### config.mk
export PLATFORM = sky130hd
export DESIGN_NAME = fpurs_status_round
export DESIGN_NICKNAME = d
export VERILOG_FILES = /design/src/pkg/fpurs_pkg.sv /design/src/fpurs_status_round.sv
export SDC_FILE = /design/constraint.sdc
export NUM_CORES = 1
export LEC_CHECK = 0
export ABC_AREA = 1
export CAP_MARGIN = 10
export CORE_ASPECT_RATIO = 0.9
export CORE_MARGIN = 1
export CORE_UTILIZATION = 35
export CTS_BUF_LIST = sky130_fd_sc_hd__clkbuf_4
export DETAILED_ROUTE_END_ITERATION = 10
export DONT_BUFFER_PORTS = 1
export RECOVER_POWER = 100
export SYNTH_ARGS = -nofsm -noshare
export SYNTH_HDL_FRONTEND = slang
export SYNTH_SLANG_ARGS = --single-unit
export TNS_END_PERCENT = 10
### constraint.sdc
create_clock -name sys_clk -period 12.6 [get_ports sys_clk]
set_input_delay 2.52 -clock sys_clk [delete_from_list [all_inputs] [get_ports sys_clk]]
set_output_delay 2.52 -clock sys_clk [all_outputs]
set_load 0.02 [all_outputs]
### src/pkg/fpurs_pkg.sv
// Constants and carriers for the FPU rounding and exception status block
package fpurs_pkg;
    // Status/control word field layout
    localparam int RM_LSB = 0;
    localparam int RM_W = 2;
    localparam int FLAG_LSB = 2;
    localparam int FLAG_W = 5;
    localparam int EN_LSB = 7;
    localparam int EN_W = 5;
    localparam int CAUSE_LSB = 12;
    localparam int CAUSE_W = 6;
    // Source index inside each field (enable and flag lack the error bit)
    localparam int SRC_INEXACT = 0;
    localparam int SRC_UNDER = 1;
    localparam int SRC_OVER = 2;
    localparam int SRC_DIVZ = 3;
    localparam int SRC_INVALID = 4;
    localparam int SRC_ERROR = 5;
    // Rounding selector codes
    localparam logic [1:0] RM_NEAREST = 2'h0;
    localparam logic [1:0] RM_ZERO = 2'h1;
    localparam logic [1:0] RM_RESET = RM_ZERO;
    localparam logic [4:0] EN_RESET = 5'h00;
    localparam logic [4:0] FLAG_RESET = 5'h00;
    localparam logic [5:0] CAUSE_RESET = 6'h00;
    localparam logic [31:0] XFER_RESET = 32'h0000_0000;
    // Formats: exponent all-ones codes and significand positions
    localparam logic [12:0] SGL_EXP_MAX = 13'h00FF;
    localparam logic [12:0] DBL_EXP_MAX = 13'h07FF;
    localparam int MANT_W = 56;
    localparam int SGL_LSB = 32;
    localparam int DBL_LSB = 3;

    typedef enum logic {SEL_STATUS, SEL_XFER} fpurs_sysreg_e;

    // Unrounded operation: mant[55] is the leading one
    typedef struct packed {
        logic valid;
        logic dbl;
        logic sign;
        logic [11:0] exp;
        logic [MANT_W-1:0] mant;
        logic error;
        logic invalid;
        logic divZero;
        logic underflow;
    } fpurs_op_s;

    typedef struct packed {
        logic valid;
        logic write;
        logic taken;
        logic [63:0] data;
    } fpurs_res_s;

    typedef struct packed {
        logic [1:0] rm;
        logic [4:0] enable;
        logic [4:0] flag;
        logic [5:0] cause;
        logic [31:0] xfer;
        logic [31:0] rdData;
        logic rdValid;
        fpurs_res_s res;
    } fpurs_state_s;
endpackage : fpurs_pkg

### src/fpurs_status_round.sv
// FPU status/control, transfer register and final rounding stage
`timescale 1ns/1ps
`default_nettype none
module fpurs_status_round
(
    // Clock and reset
    input wire logic sys_clk,
    input wire logic resetn,
    // Core system load/store access
    input wire logic sysWrValid,
    input wire fpurs_pkg::fpurs_sysreg_e sysWrSel,
    input wire logic [31:0] sysWrData,
    input wire logic sysRdValid,
    input wire fpurs_pkg::fpurs_sysreg_e sysRdSel,
    output logic sysRdDone,
    output logic [31:0] sysRdData,
    // FPU side of the transfer register
    input wire logic fpuXferWr,
    input wire logic [31:0] fpuXferData,
    output logic [31:0] xferToFpu,
    // Unrounded operation in, final result out
    input wire fpurs_pkg::fpurs_op_s op,
    output fpurs_pkg::fpurs_res_s res
);
    fpurs_pkg::fpurs_state_s state_reg;
    fpurs_pkg::fpurs_state_s state_next;

    logic [52:0] keep;
    logic lsb;
    logic rnd;
    logic stk;
    logic roundUp;
    logic [53:0] rounded;
    logic carry;
    logic [12:0] expR;
    logic [12:0] expMax;
    logic ovf;
    logic nearest;
    logic [5:0] newCause;
    logic taken;
    logic [63:0] result;
    logic [31:0] statusWord;

    // Reserved codes 10/11 fall back to truncation
    assign nearest = state_reg.rm == fpurs_pkg::RM_NEAREST;
    assign keep = op.dbl ? op.mant[55:fpurs_pkg::DBL_LSB]
                         : {29'h0, op.mant[55:fpurs_pkg::SGL_LSB]};
    assign lsb = keep[0];
    assign rnd = op.dbl ? op.mant[fpurs_pkg::DBL_LSB-1]
                        : op.mant[fpurs_pkg::SGL_LSB-1];
    assign stk = op.dbl ? |op.mant[fpurs_pkg::DBL_LSB-2:0]
                        : |op.mant[fpurs_pkg::SGL_LSB-2:0];
    // Zero mode never increments: round bit and sticky bits drop
    assign roundUp = nearest & rnd & (stk | lsb);
    assign rounded = {1'b0, keep} + {53'h0, roundUp};
    assign carry = op.dbl ? rounded[53] : rounded[24];
    assign expR = {1'b0, op.exp} + {12'h0, carry};
    assign expMax = op.dbl ? fpurs_pkg::DBL_EXP_MAX : fpurs_pkg::SGL_EXP_MAX;
    // Checked after rounding, so 2^Emax(2-2^-P) rounds up into overflow
    assign ovf = expR >= expMax;

    // Index order matches enable and flag fields
    always_comb
    begin
        newCause = 6'h00;
        newCause[fpurs_pkg::SRC_ERROR] = op.error;
        newCause[fpurs_pkg::SRC_INVALID] = op.invalid;
        newCause[fpurs_pkg::SRC_DIVZ] = op.divZero & ~op.invalid;
        if (!op.invalid && !op.divZero)
        begin
            newCause[fpurs_pkg::SRC_OVER] = ovf;
            newCause[fpurs_pkg::SRC_UNDER] = op.underflow;
            newCause[fpurs_pkg::SRC_INEXACT] = rnd | stk | ovf | op.underflow;
        end
    end

    // Error cannot be masked; others gated by enables
    assign taken = newCause[fpurs_pkg::SRC_ERROR]
                   | (|(newCause[4:0] & state_reg.enable));

    always_comb
    begin
        result = 64'h0;
        if (op.invalid)
        begin
            result = op.dbl ? {1'b0, 11'h7FF, 1'b1, 51'h0}
                            : {32'h0, 1'b0, 8'hFF, 1'b1, 22'h0};
        end
        else if (op.divZero || (ovf && nearest))
        begin
            result = op.dbl ? {op.sign, 11'h7FF, 52'h0}
                            : {32'h0, op.sign, 8'hFF, 23'h0};
        end
        else if (ovf)
        begin
            result = op.dbl ? {op.sign, 11'h7FE, {52{1'b1}}}
                            : {32'h0, op.sign, 8'hFE, {23{1'b1}}};
        end
        else if (op.dbl)
        begin
            result = {op.sign, expR[10:0], rounded[51:0]};
        end
        else
        begin
            result = {32'h0, op.sign, expR[7:0], rounded[22:0]};
        end
    end

    assign statusWord = {14'h0, state_reg.cause, state_reg.enable,
                         state_reg.flag, state_reg.rm};

    always_comb
    begin
        state_next = state_reg;
        state_next.rdValid = 1'b0;
        state_next.res.valid = 1'b0;
        state_next.res.write = 1'b0;
        state_next.res.taken = 1'b0;
        if (sysWrValid && sysWrSel == fpurs_pkg::SEL_STATUS)
        begin
            state_next.rm = sysWrData[fpurs_pkg::RM_LSB +: fpurs_pkg::RM_W];
            state_next.enable = sysWrData[fpurs_pkg::EN_LSB +: fpurs_pkg::EN_W];
            state_next.flag = sysWrData[fpurs_pkg::FLAG_LSB +: fpurs_pkg::FLAG_W];
            state_next.cause =
                sysWrData[fpurs_pkg::CAUSE_LSB +: fpurs_pkg::CAUSE_W];
        end
        // Core write wins over an FPU write in the same cycle
        if (sysWrValid && sysWrSel == fpurs_pkg::SEL_XFER)
        begin
            state_next.xfer = sysWrData;
        end
        else if (fpuXferWr)
        begin
            state_next.xfer = fpuXferData;
        end
        if (op.valid)
        begin
            // Operation overrides a same-cycle cause write; a flag set
            // also wins over a same-cycle software clear
            state_next.cause = newCause;
            state_next.flag = state_next.flag | newCause[4:0];
            state_next.res.valid = 1'b1;
            state_next.res.taken = taken;
            state_next.res.write = ~taken;
            if (!taken)
            begin
                state_next.res.data = result;
            end
        end
        if (sysRdValid)
        begin
            state_next.rdValid = 1'b1;
            state_next.rdData = sysRdSel == fpurs_pkg::SEL_STATUS
                                ? statusWord : state_reg.xfer;
        end
    end

    always_ff @(posedge sys_clk or negedge resetn)
    begin
        if (!resetn)
        begin
            state_reg <= '0;
            state_reg.rm <= fpurs_pkg::RM_RESET;
            state_reg.enable <= fpurs_pkg::EN_RESET;
            state_reg.flag <= fpurs_pkg::FLAG_RESET;
            state_reg.cause <= fpurs_pkg::CAUSE_RESET;
            state_reg.xfer <= fpurs_pkg::XFER_RESET;
        end
        else
        begin
            state_reg <= state_next;
        end
    end

    assign sysRdDone = state_reg.rdValid;
    assign sysRdData = state_reg.rdData;
    assign xferToFpu = state_reg.xfer;
    assign res = state_reg.res;
endmodule : fpurs_status_round
`default_nettype wire
# [Yosys cells after proc, flatten, opt, wreduce, memory -nomap -nowiden]
# Cells that the tools add are included.
# W data, S select, Z words.
[op_classes] n_addsub=2 n_lt_le_gt_ge=1 mux=21 n_bitwise=13 n_reduce_logical=14
[op_table] operator="$mux W64" n=7
[op_table] operator="$mux W32" n=3
[op_table] operator="$mux W67" n=1
[op_table] operator="$mux W63" n=1
[op_table] operator="$add A53 B1 Y54" n=1
[op_table] operator="$mux W53" n=1
[op_table] operator="$mux W11" n=3
[op_table] operator="$reduce_or A31 Y1" n=1
[op_table] operator="$add A12 B1 Y13" n=1
[op_table] operator="$ge A13 B11 Y1" n=1
[op_table] operator="$and A5 B5 Y5" n=1
[op_table] operator="$or A1 B1 Y1" n=5
[op_table] operator="$or A5 B5 Y5" n=1
[op_table] operator="$reduce_or A5 Y1" n=1
[op_table] operator="$logic_and A1 B1 Y1" n=4
[op_table] operator="$mux W1" n=4
[op_table] operator="$reduce_bool A2 Y1" n=2
[op_table] operator="$and A1 B1 Y1" n=3
[op_table] operator="$mux W3" n=1
[op_table] operator="$not A1 Y1" n=3
[op_table] operator="$logic_not A1 Y1" n=2
[op_table] operator="$logic_not A2 Y1" n=1
[op_table] operator="$reduce_and A2 Y1" n=1
[op_table] operator="$reduce_or A2 Y1" n=1
[op_table] operator="$logic_or A1 B1 Y1" n=1
[totals] register_bits=150

# [Depth between registers and ports, before layout]
# Gate-level depths: netlist (run 1).
[logic_depth] word_depth=16 depth_mapped=39 depth_no_buf=38

# [Worst setup path before layout (run 1)]
# No wires, ideal clock.
[synth_path] path_kind="input -> register" start="input op[73] (netlist name)" end="register state_reg (netlist bit res[10])" setup_time_ns=0.123 arrival_time_ns=7.561 required_ns=12.477 path_slack_ns=4.915 stages=36 path_buffers=6 path_cell_list="buf_4 buf_2 clkbuf_1 clkbuf_1 nand2_1 a41oi_1 ha_1 nand3_1 nor2_2 nand2_1 nor2_1 nand3_1 nor3_1 nand3_1 o31ai_1 ha_1 ha_1 nand2_1 nor2_2 nand3_1 nor2_1 nand3_1 xor2_1 inv_1 ha_1 a21o_1 nor3_2 nand2_2 nand2_1 nand2_1 nand2_2 nand3_4 buf_6 buf_6 nand2_1 o21ai_1"
[synth_between] elab_chain_cells=15 elab_cells_between_ends=26
[synth_rtl] item="start, declared" line="fpurs_status_round.sv:22" text="input wire fpurs_pkg::fpurs_op_s op,"
[synth_rtl] item="$mux W1, or another cell as far along" line="fpurs_status_round.sv:49" text="assign rnd = op.dbl ? op.mant[fpurs_pkg::DBL_LSB-1]"
[synth_rtl] item="$and A1 B1 Y1 / $or A1 B1 Y1 (equally long branches)" line="fpurs_status_round.sv:54" text="assign roundUp = nearest & rnd & (stk | lsb);"
[synth_rtl] item="$and A1 B1 Y1" line="fpurs_status_round.sv:54"
[synth_rtl] item="$add A53 B1 Y54" line="fpurs_status_round.sv:55" text="assign rounded = {1'b0, keep} + {53'h0, roundUp};"
[synth_rtl] item="$mux W1" line="fpurs_status_round.sv:56" text="assign carry = op.dbl ? rounded[53] : rounded[24];"
[synth_rtl] item="$add A12 B1 Y13" line="fpurs_status_round.sv:57" text="assign expR = {1'b0, op.exp} + {12'h0, carry};"
[synth_rtl] item="$ge A13 B11 Y1" line="fpurs_status_round.sv:60" text="assign ovf = expR >= expMax;"
[synth_rtl] item="$or A1 B1 Y1 (2 in a row)" line="fpurs_status_round.sv:73" text="newCause[fpurs_pkg::SRC_INEXACT] = rnd | stk | ovf | op.underflow;"
[synth_rtl] item="$mux W3" line="fpurs_status_round.sv:69" text="if (!op.invalid && !op.divZero)"
[synth_rtl] item="$and A5 B5 Y5" line="fpurs_status_round.sv:79" text="| (|(newCause[4:0] & state_reg.enable));"
[synth_rtl] item="$reduce_or A5 Y1" line="fpurs_status_round.sv:79"
[synth_rtl] item="$or A1 B1 Y1" line="fpurs_status_round.sv:79"
[synth_rtl] item="$not A1 Y1 (no line)"
[synth_rtl] item="$reduce_and A2 Y1 (no line)"
[synth_rtl] item="end signal, assigned" line="fpurs_status_round.sv:171" text="state_reg <= state_next;"
[synth_rtl] item="end, declared" line="fpurs_status_round.sv:25" text="fpurs_pkg::fpurs_state_s state_reg;"
# Several ways; a longest one is shown, not always the timed one.
# A chain may end at the register's enable or synchronous reset.

# [Worst setup path after layout (run 1)]
[layout_path] start="input op[6] (netlist name)" end="register state_reg (netlist bit res[27])"
[layout_between] elab_chain_cells=16 elab_cells_between_ends=25
[layout_rtl] item="$reduce_or A31 Y1" line="fpurs_status_round.sv:52" text=": |op.mant[fpurs_pkg::SGL_LSB-2:0];"
[layout_rtl] item="$mux W1" line="fpurs_status_round.sv:51" text="assign stk = op.dbl ? |op.mant[fpurs_pkg::DBL_LSB-2:0]"
[layout_rtl] item="$or A1 B1 Y1" line="fpurs_status_round.sv:54"
[layout_rtl] item="$and A1 B1 Y1" line="fpurs_status_round.sv:54"
[layout_rtl] item="$add A53 B1 Y54" line="fpurs_status_round.sv:55"
[layout_rtl] item="$mux W1" line="fpurs_status_round.sv:56"
[layout_rtl] item="$add A12 B1 Y13" line="fpurs_status_round.sv:57"
[layout_rtl] item="$ge A13 B11 Y1" line="fpurs_status_round.sv:60"
[layout_rtl] item="$or A1 B1 Y1 (2 in a row)" line="fpurs_status_round.sv:73"
[layout_rtl] item="$mux W3" line="fpurs_status_round.sv:69"
[layout_rtl] item="$and A5 B5 Y5" line="fpurs_status_round.sv:79"
[layout_rtl] item="$reduce_or A5 Y1" line="fpurs_status_round.sv:79"
[layout_rtl] item="$or A1 B1 Y1" line="fpurs_status_round.sv:79"
[layout_rtl] item="$not A1 Y1 (no line)"
[layout_rtl] item="$reduce_and A2 Y1 (no line)"
# Several ways; a longest one is shown, not always the timed one.

==> results.yml, run 1 <==
logic_synthesis:
  yosysSeqAreaShare_pct: 35.2
  syn_area_mm2: 0.0107
  synth_top_area_share_pct: 35.0
  synthArstFlopShare_pct: 100
  synthFlopType: "dfrtp_1"
  ys_types: 46
  avgSynthCellArea_um2: 6.85
  ys_warn_count: 0
  synth_common_cells: "nand2_1, nand3_1, dfrtp_1, buf_4, nor2_1"
  synth-seq-cells: 150
  yosysMostFrequentCell: "nand2_1"
  postSynthCellCount: 1556
  syn_nets: 1712
  synth_top_area_cell: "dfrtp_1"
  synth_edf_count: 0
  synth_area_leaders: "dfrtp_1, nand2_1, nand3_1, buf_4, nor2_1"
clock_tree:
  holdBufCountCts: 0
  cts_resized: 0
  ctsRootBufferMaster: "clkbuf_4"
  clock_sinks: 150
  cts_made_buffers: 17
  cts_setup_buffers: 0
  htreeDepth: 4
  clockBufferDepth: 2
  clk_latency_ns: 0.59
  cts_tree: "done"
  clkTransAtPathRegs_ns: 0.16
grt:
  grt_use_met3_pct: 7.20
  met2_usage_pct: 34.3
  grt_pass1_wl_mm: 53.8
  antenna_found_initial: 1
  grt_usage_pct: 22.9
  grt_pass1_vias: 8961
  grt_max_degree: 151
  overflow: 0
  grt.busiest_layer: "met2"
  use_met1_pct: 32.2
worst_setup_path:
  cp.required_ns: 13.07
  r2r-start: "state_reg[148]"
  r2r_end: "res[27]"
  max_stage_delay_ns: 1.34
  cp.arrival_ns: 10.17
  r2r_cells: 36
  rrSetupSlack_ns: 4.18
  worstSetupEndpoint: "res[27]"
  cp-startpoint: "op[6]"
  crit_top_cell: "nand2_1"
  path_class: "input pin to flop"
  crit_fanout: 116
  start_kind: "input pin"
  cp-end-kind: "flop"
  crit_path_top_delay_cell: "clkbuf_2"
detailed_routing:
  num_vias: 9481
  drc_errors: 0
  wl_per_cell_um: 20.2
  first_iter_violations: 781
  drt_wl_total_mm: 36.3
  via_per_inst: 5.29
  dr.pass1.iters: 5
  postRouteAntennaNets: 0
finish:
  drive_above_1_share_pct: 4.97
  postLayoutCellArea_mm2: 0.0101
  area_growth_pct: -5.12
  largest_reg_flops: 67
  stdcell_count: 1792
  num-nets-final: 1531
timing:
  tightest_slew_ns: 2.83
  fmax_mhz: 103
  setup_slack_ns: 2.89
  slew_viol_final: 184
  setup_viol: 0
  finalCritPeriodShare_pct: 77.0
  relSlewSlack_pct: -88.8
  fin_worst_skew_ns: 0.0365
  period_minus_slack_ns: 9.71
  setup_tns_ns: 0
  finalHoldViolCount: 0
  hold_ws_ns: 0.485
  rsz0062_at_grt: "false"
floorplanning:
  ios: 278
  floorplan.initialDensity_pct: 35.7
  die_w_um: 186
  dieArea_mm2: 0.0311
  coreArea_mm2: 0.0299
  die_h_um: 168
  rows: 60
worst_hold_path:
  holdCritStartpoint: "state_reg[148]"
  hp-class: "flop to flop"
outcome:
  run_status: "complete, but fails checks"
  violations: "max-capacitance violations, max-slew violations"
power:
  pwr_density_cell_mw_per_mm2: 118
  ir_drop_v: 0.0000552
  p_leak_nw: 4.56
placement:
  globalplace.congestion: 0.993
  dpl-instance-area_mm2: 0.00983
  dp_cells: 1759
  port_buffers: 0
  place_ws_ns: 3.52
  hpwl_mm: 28.1
job:
  maxCapViolCount: 2
[through the flow]
stage	power [W]	util (%)
2_1_floorplan	0.000920	-
3_3_place_gp	0.000889	32.9
3_5_place_dp	0.000893	32.9
4_1_cts	0.00121	33.9
5_1_grt	0.00126	33.8
6_report	0.00119	33.8
[area by class of cell]
type                            count  area [um2]
Inverter                          109         409
Clock inverter                     15         175
Tap cell                          403         504
Multi-Input combinational cell   1092        5100
Fill cell                        3363       19800
Clock buffer                       17         128
Sequential cell                   150        3750
Timing Repair Buffer                5        31.3
Antenna cell                        1        2.50
[how the worst min path moves through the flow]
stage	depth (start not counted)	slack [ns]	to
after floorplan	2	0.45	state_reg[137]
after global placement	2	0.46	state_reg[148]
after detailed placement	2	0.46	state_reg[148]
after CTS	2	0.49	state_reg[148]
after global routing	2	0.50	state_reg[148]
final	2	0.49	state_reg[148]
[routing by layer]
layer / wire length, um / part of all wire [%]
met1: 16200 / 45
met2: 15600 / 43
met3: 4040 / 11
met4: 442 / 1.2
met5: 0 / 0
[worst max-delay path: cells and delay by family]
family | cells | cell delay, ns
buffers and inverters | 2 | 1.72
AO/OA/AOI/OAI | 2 | 0.55
XOR/XNOR | 1 | 0.12
AND/OR/NAND/NOR | 30 | 4.08
adder cells (fa/ha/maj) | 4 | 1.17
[power by group]
group / total (W) / switching [W] / internal (W)
registers: 0.000694 / 0.000145 / 0.000549
logic: 0.000184 / 0.000122 / 0.0000626
clock network: 0.000315 / 0.000220 / 0.0000943
total: 0.00119 / 0.000487 / 0.000706
[cell families after synthesis]
group	after synthesis	share of synthesized area, %
and+or+nand+nor	893	36.3
buffers and inverters	314	16.7
AOI/OAI and AO/OA	165	8.59
DFF	150	35.2
xor gates and xnor gates	23	1.89
adders and majority gates	10	1.17
muxes	1	0.0940
[layout by cell type (no fill, tap or decap), types with 3 or more instances in the layout]
master,count
inv_1,102
clkbuf_4,17
clkinv_8,3
dfrtp_1,149
clkinvlp_4,3
a21oi_1,10
o21ai_0,109
o21ai_1,5
nor4_1,4
clkinv_1,4
nand2_1,457
and2_1,4
xnor2_1,7
nand3b_1,3
inv_8,7
ha_1,10
inv_2,3
a31oi_1,18
xor2_1,16
buf_4,3
nand3_1,234
nor2_1,125
nand4_1,22
o211ai_1,12
nor3_1,15
nor2_2,17
Note: power is estimated with default switching activity, not from simulation.
==> run 2: changes to the inputs <==
==> constraint.sdc (replaced) <==
create_clock -name sys_clk -period 9.35 [get_ports sys_clk]
set_input_delay 1.87 -clock sys_clk [delete_from_list [all_inputs] [get_ports sys_clk]]
set_output_delay 1.87 -clock sys_clk [all_outputs]
set_load 0.02 [all_outputs]
==> results.yml, run 2 (synthesized netlist as in run 1, its figures left out) <==
outcome:
  run_status: "completed"
worst_setup_path:
  r2r-start: "state_reg[149]"
  r2r_end: "res[37]"
  cp-end-kind: "flop"
  path_depth: 34
  worstSetupEndpoint: "res[37]"
  path_delay_family: "simple AND/OR/NAND/NOR gates"
  cp.buffers_inverters: 2
  crit_path_top_delay_cell: "buf_4"
  rrSetupSlack_ns: 2.24
  start_kind: "input pin"
  path_class: "input pin to flop"
  r2r_cells: 34
  crit_fanout: 82
  max_stage_delay_ns: 0.59
  cp.required_ns: 9.76
  cp.arrival_ns: 8.54
  cp-startpoint: "op[73]"
  crit_top_cell: "nand2_1"
grt:
  overflow: 0
  grt_max_degree: 151
  antenna_found_initial: 2
  grt_pass1_vias: 8990
  grt_pass1_wl_mm: 54.8
  grt_usage_pct: 23.5
timing:
  relSlewSlack_pct: 26.3
  setup_viol: 0
  finalHoldViolCount: 0
  fin_worst_skew_ns: 0.0348
  slew_viol_final: 0
  period_minus_slack_ns: 8.13
  fmax_mhz: 123
  setup_tns_ns: 0
  tightest_slew_ns: 1.10
  finalCritPeriodShare_pct: 86.9
  rsz0062_at_grt: "false"
detailed_routing:
  drc_errors: 0
  dr.pass1.iters: 5
  drt_wl_total_mm: 37.0
  wl_per_cell_um: 20.6
  first_iter_violations: 885
  via_per_inst: 5.31
  postRouteAntennaNets: 0
  num_vias: 9508
placement:
  port_buffers: 0
  dpl-instance-area_mm2: 0.00983
  globalplace.congestion: 0.982
  hpwl_mm: 29.0
clock_tree:
  cts_tree: "done"
  clock_sinks: 150
  htreeDepth: 4
  cts_setup_buffers: 0
  ctsRootBufferMaster: "clkbuf_4"
  clkTransAtPathRegs_ns: 0.15
  clk_latency_ns: 0.57
  cts_made_buffers: 17
  cts_resized: 0
  holdBufCountCts: 0
  clockBufferDepth: 2
floorplanning:
  floorplan.initialDensity_pct: 35.7
  die_w_um: 186
  rows: 60
  dieArea_mm2: 0.0311
  ios: 278
  coreArea_mm2: 0.0299
  die_h_um: 168
power:
  pwr_density_cell_mw_per_mm2: 159
  ir_drop_v: 0.0000714
  p_leak_nw: 4.57
finish:
  num-nets-final: 1531
  fin_util_pct: 33.9
  final_common_cell: "nand2_1"
  largest_reg_flops: 67
  nFillCells: 3375
  area_growth_pct: -5.03
  postLayoutCellArea_mm2: 0.0101
  final_cell_mix: "nand2_1, nand3_1, dfrtp_1"
  drive_above_1_share_pct: 4.97
worst_hold_path:
  hp-class: "flop to flop"
job:
  maxCapViolCount: 0
-- run 2: changes by cell type in the layout (fill, tap and decap cells not counted), sizes merged --
cell,previous run,this run
clkinvlp,3,2
buf,3,5
clkinv,8,9
clkbuf,19,17
-- run 2: layout make-up --
cell class	count	area [um2]	share of cell area [%]
inverters	109	409	4.04
flip-flops and latches	150	3750	37.1
well taps	403	504	4.98
multi-input cells	1092	5100	50.4
repair buffers	5	37.5	0.371
diodes	1	2.50	0.0247
clock buffers	17	128	1.26
clock inverters	15	179	1.77
-- run 2: per-layer routing --
layer  vias to the layer above  track usage [%]  share of wire (%)  wire (um)
met5                         -                0              0.035         13
met4                         2             5.45                1.7        612
met3                        47             7.85                 11       4160
met2                       436             34.6                 42      15700
met1                      4444             32.8                 45      16500
li1                       4579                -                  -          -
-- run 2: tightest hold or removal path: stages (launching register included) --
cell	delay, ns
dfstp_2	0.41
nand2_1	0.05
nand2_1	0.04
-- run 2: how the worst min path moves through the flow --
stage | depth (start not counted) | from | end | slack (ns)
6_report | 2 | state_reg[148] | state_reg[148] | 0.48
5_1_grt | 2 | state_reg[148] | state_reg[148] | 0.52
4_1_cts | 2 | state_reg[148] | state_reg[148] | 0.48
3_5_place_dp | 2 | state_reg[148] | state_reg[148] | 0.46
3_3_place_gp | 2 | state_reg[148] | state_reg[148] | 0.46
2_1_floorplan | 2 | state_reg[137] | state_reg[137] | 0.45
-- run 2: where the power goes --
part	internal (W)	switching [W]
clock network	0.000128	0.000298
registers	0.000739	0.000194
logic	0.0000839	0.000166
-- run 2: metrics by stage --
stage               setup WS, ns  power [W]  hold WS, ns  std cells
CTS                         1.62    0.00163        0.483       1791
finish                      1.22    0.00161        0.483       1792
detailed placement          1.02    0.00120        0.463       1759
global placement            1.28    0.00120        0.459       1759
global route               0.493    0.00170        0.523       1792
floorplan                   2.32    0.00124        0.449       1556
